### src/design/shift4_pkg.sv
// Shared constants and carrier types for the four-stage bidirectional shift register.
// Assumes a single system clock; all pin inputs are asynchronous to it.
package shift4_pkg;

  // ----------------------------------------------------------------------
  // Widths, depths and reset values
  // ----------------------------------------------------------------------
  localparam int STAGE_W = 4;
  localparam int SNAP_DEPTH = 4;
  localparam logic [3:0] STAGE_RST = 4'h0;
  localparam logic [1:0] SYNC_RST = 2'h0;

  // ----------------------------------------------------------------------
  // Carrier types
  // ----------------------------------------------------------------------
  // Stored stage contents, first stage in the top bit.
  typedef struct packed {
    logic first;
    logic second;
    logic third;
    logic last;
  } stage_t;

  // Pin levels after synchronisation.
  typedef struct packed {
    logic clk1;
    logic clk2;
    logic mode;
    logic serial;
    logic [3:0] par;
  } pin_in_t;

  // Kind of stage update taken in one system clock cycle.
  typedef enum logic [1:0] {
    STEP_NONE,
    STEP_LOAD,
    STEP_SHIFT
  } step_t;

endpackage
### src/design/shift4_core.sv
// Four-stage bidirectional shift register with parallel load, plus a snapshot FIFO.
// Assumes the pins (both stage clocks, mode, serial and parallel inputs) are
// asynchronous to i_mclk and change no faster than a few system clock periods.
//
// Contract
// - Mode high: second clock falling edge loads all four parallel inputs into stages.
// - During a parallel load the serial input has no effect at all.
// - Mode low: first clock falling edge shifts toward last stage, serial enters first.
// - Second clock acts only with mode high, first only with mode low.
// - Without an active falling clock edge, every stage keeps its level.
// - A rising mode edge with steady clocks leaves the stages untouched.
`timescale 1ns/1ps
`default_nettype none

// ----------------------------------------------------------------------
// Snapshot FIFO
// ----------------------------------------------------------------------
module snap_fifo #(
  parameter int WIDTH = 4,
  parameter int DEPTH = 4
) (
  input wire logic i_mclk,
  input wire logic i_rst,
  input wire logic i_ce,
  input wire logic i_in_valid,
  output logic o_in_ready,
  input wire logic [WIDTH-1:0] i_in_data,
  output logic o_out_valid,
  input wire logic i_out_ready,
  output logic [WIDTH-1:0] o_out_data
);
  localparam int AW = (DEPTH > 1) ? $clog2(DEPTH) : 1;
  localparam int CW = $clog2(DEPTH + 1);

  logic [WIDTH-1:0] mem [DEPTH];
  logic [AW-1:0] wr_ptr_reg;
  logic [AW-1:0] rd_ptr_reg;
  logic [CW-1:0] count_reg;
  logic push;
  logic pop;

  // Handshakes are combinational; a full FIFO refuses, an empty one shows nothing.
  assign o_in_ready = (count_reg != CW'(DEPTH));
  assign o_out_valid = (count_reg != '0);
  assign push = i_ce && i_in_valid && o_in_ready;
  assign pop = i_ce && i_out_ready && o_out_valid;
  assign o_out_data = mem[rd_ptr_reg];

  // Storage is written only on an accepted word, so it needs no reset.
  always_ff @(posedge i_mclk) begin
    if (push) begin
      mem[wr_ptr_reg] <= i_in_data;
    end
  end

  // Pointers wrap at the depth, which need not be a power of two.
  always_ff @(posedge i_mclk) begin
    if (i_rst) begin
      wr_ptr_reg <= '0;
      rd_ptr_reg <= '0;
    end else begin
      if (push) begin
        wr_ptr_reg <= (wr_ptr_reg == AW'(DEPTH - 1)) ? '0 : wr_ptr_reg + AW'(1);
      end
      if (pop) begin
        rd_ptr_reg <= (rd_ptr_reg == AW'(DEPTH - 1)) ? '0 : rd_ptr_reg + AW'(1);
      end
    end
  end

  // Occupancy count drives the full and empty flags.
  always_ff @(posedge i_mclk) begin
    if (i_rst) begin
      count_reg <= '0;
    end else if (push && !pop) begin
      count_reg <= count_reg + CW'(1);
    end else if (pop && !push) begin
      count_reg <= count_reg - CW'(1);
    end
  end
endmodule

// ----------------------------------------------------------------------
// Shift register core
// ----------------------------------------------------------------------
module shift4_core
  import shift4_pkg::*;
(
  input wire logic i_mclk,
  input wire logic i_rst,
  input wire logic i_ce,
  input wire logic i_clk1_pin,
  input wire logic i_clk2_pin,
  input wire logic i_mode_pin,
  input wire logic i_serial_pin,
  input wire logic [3:0] i_par_pin,
  output logic o_stage_first_out,
  output logic o_stage_second_out,
  output logic o_stage_third_out,
  output logic o_stage_last_out,
  output logic o_snap_valid,
  input wire logic i_snap_ready,
  output logic [3:0] o_snap_data,
  output logic o_snap_room,
  output logic o_snap_lost
);

  // ----------------------------------------------------------------------
  // Pin synchronisers
  // ----------------------------------------------------------------------
  pin_in_t pin_raw;
  pin_in_t meta_reg;
  pin_in_t sync_reg;
  logic [1:0] clk_prev_reg;
  stage_t stage_reg;
  stage_t stage_next;
  step_t step;
  logic fall1;
  logic fall2;
  logic snap_push;
  logic snap_room;
  logic lost_reg;

  assign pin_raw = '{clk1: i_clk1_pin, clk2: i_clk2_pin, mode: i_mode_pin,
                     serial: i_serial_pin, par: i_par_pin};

  // Two flops on every pin; the first is read only by the second.
  always_ff @(posedge i_mclk) begin
    if (i_rst) begin
      meta_reg <= '0;
      sync_reg <= '0;
    end else if (i_ce) begin
      meta_reg <= pin_raw;
      sync_reg <= meta_reg;
    end
  end

  // Previous synchronised clock levels, for falling edge detection.
  always_ff @(posedge i_mclk) begin
    if (i_rst) begin
      clk_prev_reg <= SYNC_RST;
    end else if (i_ce) begin
      clk_prev_reg <= {sync_reg.clk2, sync_reg.clk1};
    end
  end

  // ----------------------------------------------------------------------
  // Edge selection
  // ----------------------------------------------------------------------
  // Mode is sampled through the same two flops as the clocks, so a mode change
  // made while both clocks are low can never pair with a stale clock level.
  assign fall1 = clk_prev_reg[0] && !sync_reg.clk1;
  assign fall2 = clk_prev_reg[1] && !sync_reg.clk2;

  // Only the clock that the mode selects can cause a step; a mode edge alone
  // is never an event, so it leaves the stages alone.
  always_comb begin
    step = STEP_NONE;
    if (i_ce) begin
      if (sync_reg.mode && fall2) begin
        step = STEP_LOAD;
      end else if (!sync_reg.mode && fall1) begin
        step = STEP_SHIFT;
      end
    end
  end

  // ----------------------------------------------------------------------
  // Stage register
  // ----------------------------------------------------------------------
  // Load takes all four inputs and never looks at the serial pin; shift moves
  // data toward the last stage. Shift-left needs the outside feedback wiring.
  always_comb begin
    stage_next = stage_reg;
    case (step)
      STEP_LOAD: begin
        stage_next = stage_t'(sync_reg.par);
      end
      STEP_SHIFT: begin
        stage_next = '{first: sync_reg.serial, second: stage_reg.first,
                       third: stage_reg.second, last: stage_reg.third};
      end
      STEP_NONE: begin
        stage_next = stage_reg;
      end
      default: begin
        stage_next = stage_reg;
      end
    endcase
  end

  // One register for both clocks; there is no second storage path.
  always_ff @(posedge i_mclk) begin
    if (i_rst) begin
      stage_reg <= stage_t'(STAGE_RST);
    end else if (i_ce) begin
      stage_reg <= stage_next;
    end
  end

  assign o_stage_first_out = stage_reg.first;
  assign o_stage_second_out = stage_reg.second;
  assign o_stage_third_out = stage_reg.third;
  assign o_stage_last_out = stage_reg.last;

  // ----------------------------------------------------------------------
  // Snapshot stream
  // ----------------------------------------------------------------------
  // Each step pushes the new contents. The pins cannot be stalled, so the
  // register still steps when the FIFO is full; the room output warns the
  // consumer and a sticky flag records the dropped snapshot.
  assign snap_push = (step != STEP_NONE);
  assign o_snap_room = snap_room;

  snap_fifo #(
    .WIDTH(STAGE_W),
    .DEPTH(SNAP_DEPTH)
  ) u_snap_fifo (
    .i_mclk(i_mclk),
    .i_rst(i_rst),
    .i_ce(i_ce),
    .i_in_valid(snap_push),
    .o_in_ready(snap_room),
    .i_in_data(stage_next),
    .o_out_valid(o_snap_valid),
    .i_out_ready(i_snap_ready),
    .o_out_data(o_snap_data)
  );

  // Lost flag stays set until reset.
  always_ff @(posedge i_mclk) begin
    if (i_rst) begin
      lost_reg <= 1'b0;
    end else if (i_ce && snap_push && !snap_room) begin
      lost_reg <= 1'b1;
    end
  end

  assign o_snap_lost = lost_reg;
endmodule

`default_nettype wire

### config.mk
export PLATFORM = sky130hd
export DESIGN_NAME = shift4_core
export DESIGN_NICKNAME = d
export VERILOG_FILES = /design/src/design/shift4_pkg.sv /design/src/design/shift4_core.sv
export SDC_FILE = /design/constraint.sdc
export NUM_CORES = 1
export LEC_CHECK = 0
export BUFFER_PORTS_ARGS = -buffer_cell sky130_fd_sc_hd__buf_2
export CAP_MARGIN = 20
export CORE_MARGIN = 3
export CORE_UTILIZATION = 55
export CTS_BUF_LIST = sky130_fd_sc_hd__clkbuf_2 sky130_fd_sc_hd__clkbuf_4 sky130_fd_sc_hd__clkbuf_8
export DETAILED_ROUTE_END_ITERATION = 10
export PLACE_DENSITY = 0.88
export SLEW_MARGIN = 25
export SYNTH_ARGS = -nofsm -noshare
export SYNTH_HDL_FRONTEND = slang
export SYNTH_HIERARCHICAL = 1
export SYNTH_SLANG_ARGS = --single-unit
### constraint.sdc
create_clock -name i_mclk -period 4.3 [get_ports i_mclk]
set_clock_uncertainty 0.2 [all_clocks]
set_input_delay 0.215 -clock i_mclk [delete_from_list [all_inputs] [get_ports i_mclk]]
set_output_delay 0.215 -clock i_mclk [all_outputs]
set_load 0.01 [all_outputs]
==> results.json <==
{
  "synth_common_cells": "32 x dfxtp_1, 21 x nor2_1, 20 x mux2i_1",
  "setup-violations-final": 0,
  "p_sw_w": 0.000162,
  "routed-wl-met2_um": 1760,
  "leakage_nw": 0.900,
  "dp_cells": 221,
  "grt_first_pass_wirelength_um": 5600,
  "slew_headroom": 0.596,
  "synth_most_common_cell": "dfxtp_1",
  "vias": 1259,
  "synthSimpleGateAreaFrac": 0.135,
  "swShare": 0.224,
  "cts_resized": 0,
  "status": "finished clean",
  "synth_area_leaders": "dfxtp_1 32%, edfxtp_1 24%, mux2i_1 10%, mux4_2 4.5%, nor2_1 4.0%",
  "power.share.clock": 0.273,
  "crit_fanout": 25,
  "wl_met1_um": 1470,
  "final_area_um2": 2240,
  "placed_area_um2": 2100,
  "die_w_um": 66.2,
  "p_int_w": 0.000560,
  "ctsHoldBuffers": 8,
  "port_buffers": 22,
  "synth_compound_area_frac": 0.0646,
  "hp-class": "input port to register",
  "post_drt_via_cell_ratio": 5.31,
  "drt-initial-drc-count": 60,
  "postCtsSetupRepairBufs": 0,
  "muxShareOfSynthArea": 0.146,
  "core-area_um2": 3420,
  "synthFlopType": "dfxtp_1",
  "synth-edff-count": 16,
  "nets": 209,
  "cts_root_buffer": "clkbuf_4",
  "yosysWarnings": 6,
  "clkLatencyLatePin_ns": 0.35,
  "dp_hpwl_um": 2450,
  "crit_type": "input port to register",
  "peakVddDrop_mv": 0.213,
  "clock_sinks": 48,
  "syn_inst": 160,
  "syn-num-nets": 179,
  "cp_slowest_cell": "buf_2",
  "ys_types": 35,
  "grt_max_degree": 32,
  "worstPathCellList": "buf_2 -> nand4b_1 -> nand2_1 -> and2_1 -> and2_4 -> ha_1 -> inv_1 -> fa_1 -> xor2_1 -> or3_1 -> a21oi_1",
  "ys_ff_latch": 48,
  "dr_wl_met3_um": 123,
  "power_frac_seq": 0.667,
  "combPwrFrac": 0.060,
  "cts_buffers": 5,
  "drc": 0,
  "synth_top_area_cell": "dfxtp_1",
  "fin_crit_sh": 0.646,
  "max_stage_delay_ns": 0.48,
  "avgSynthCellArea_um2": 12.5,
  "layout-drive-gt1-share": 0.199,
  "synth-async-reset-ratio": 0,
  "slew_violations": 0,
  "gr-usage-all-layers": 0.172,
  "wl_um": 3370,
  "firstDrtPassIters": 4,
  "rows": 21,
  "stdcell_count": 237,
  "cts_htree_levels": 2,
  "largest_register_ffs": 16,
  "first_global_vias": 1217,
  "arrival_ns": 2.85,
  "fillerInstances": 276,
  "area_delta_synth_final_pct": 12.4,
  "max_cap_viol_count": 0,
  "yosysSeqAreaShare": 0.562,
  "clock_path_buffers": 2,
  "yosysTopAreaCellShare": 0.321,
  "gp_congestion": 0.833,
  "period_needed_ns": 2.78,
  "dieArea_um2": 4380,
  "grt.overflow.total": 0,
  "clkTransAtPathRegs_ns": 0.12,
  "highest_layer": "met4",
  "synth_area_um2": 1990,
  "synth_xor_area_frac": 0.00878,
  "required_ns": 4.37,
  "cts_tree": "built",
  "synth_adder_area_share": 0.0477,
  "clock.fmax_mhz": 360,
  "wl_per_cell_um": 14.2,
  "die_h_um": 66.2,
  "rsz0062_at_grt": "false",
  "hold_viol_final": 0,
  "antenna_found_initial": 0,
  "ant_nets": 0,
  "cp-start-kind": "input port",
  "critPathCaptureType": "register",
  "io_pins": 23,
  "start_util": 0.584,
  "worst_pin_slew_ns": 0.606,
  "finalSetupTns_ns": 0,
  "power_density_nw_per_um2": 322,
  "final_core_util": 0.656,
  "num_antenna_cells": 0,
  "synth_top_family_by_area": "multiplexers"
}
-- layout by cell type (no fill, tap or decap), types with 2 or more instances in the layout --
cell type / synthesis / final
a21oi_1: 7 / 7
xor2_1: 2 / 2
clkinv_2: 0 / 2
clkbuf_4: 0 / 5
inv_1: 4 / 4
mux2i_1: 20 / 20
nor2_1: 21 / 21
buf_2: 0 / 22
ha_1: 6 / 6
nand2_1: 6 / 6
dlygate4sd3_1: 0 / 8
edfxtp_1: 16 / 16
nand3_1: 6 / 6
a22oi_1: 4 / 4
and3_1: 4 / 4
mux4_2: 4 / 4
dfxtp_1: 32 / 32
or3_1: 3 / 3
-- worst max-delay path, delay by kind of cell --
| family | cells | cell delay [ns] |
|---|---|---|
| compound gates | 1 | 0.14 |
| xor+xnor | 1 | 0.15 |
| fa+ha+maj | 2 | 0.55 |
| buf+inv | 2 | 0.54 |
| simple gates | 5 | 1.24 |
-- power groups by stage --
| stage | logic [W] | registers (W) | clock network (W) |
|---|---|---|---|
| 6_report | 0.0000437 | 0.000482 | 0.000197 |
| 3_3_place_gp | 0.0000363 | 0.000491 | 0 |
| 4_1_cts | 0.0000438 | 0.000482 | 0.000204 |
| 3_5_place_dp | 0.0000382 | 0.000492 | 0 |
| 5_1_grt | 0.0000485 | 0.000483 | 0.000225 |
| 2_1_floorplan | 0.0000309 | 0.000489 | 0 |
-- per-layer routing --
| layer | vias to the layer above | GRT usage |
|---|---|---|
| met3 | 2 | 0.0408 |
| met4 | 0 | 0.0609 |
| li1 | 639 | - |
| met1 | 591 | 0.201 |
| met5 | - | 0 |
| met2 | 27 | 0.305 |
-- layout make-up --
| cell class | count | area [um^2] | share of cell area |
|---|---|---|---|
| Clock buffer | 5 | 37.5 | 0.0168 |
| Inverter | 4 | 15.0 | 0.00670 |
| Tap cell | 46 | 57.6 | 0.0257 |
| Timing Repair Buffer | 30 | 190 | 0.0849 |
| Clock inverter | 3 | 18.8 | 0.00838 |
| Multi-Input combinational cell | 101 | 801 | 0.357 |
| Sequential cell | 48 | 1120 | 0.500 |
-- stage by stage --
| step | power [W] | setup slack (ns) | hold WS (ns) |
|---|---|---|---|
| after CTS | 0.000729 | 1.55 | 0.108 |
| after global routing | 0.000757 | 1.38 | 0.109 |
| final | 0.000722 | 1.52 | 0.123 |
| after detailed placement | 0.000530 | 1.20 | 0.243 |
| after floorplan | 0.000520 | 1.71 | 0.0841 |
| after global placement | 0.000527 | 1.34 | 0.232 |
-- cell families (layout without fill, tap and decap cells) --
family,Yosys count,count (layout)
compound gates,17,17
xor+xnor,2,2
fa+ha+maj,7,7
buf+inv,11,42
flops,48,48
mux,24,24
simple gates,51,51
-- path summary, 6_finish.rpt --
check	endpoint	slack (ns)	cells past startpoint	startpoint
setup / recovery	u_snap_fifo/count_reg[2]	1.52	11	i_ce
hold / removal	u_snap_fifo/rd_ptr_reg[0]	0.12	4	i_snap_ready
setup reg to reg	u_snap_fifo/count_reg[2]	1.52	10	sync_reg[5]
hold reg to reg	o_snap_lost	0.26	2	o_snap_lost
No activity file was read; power rests on OpenSTA's default activity.
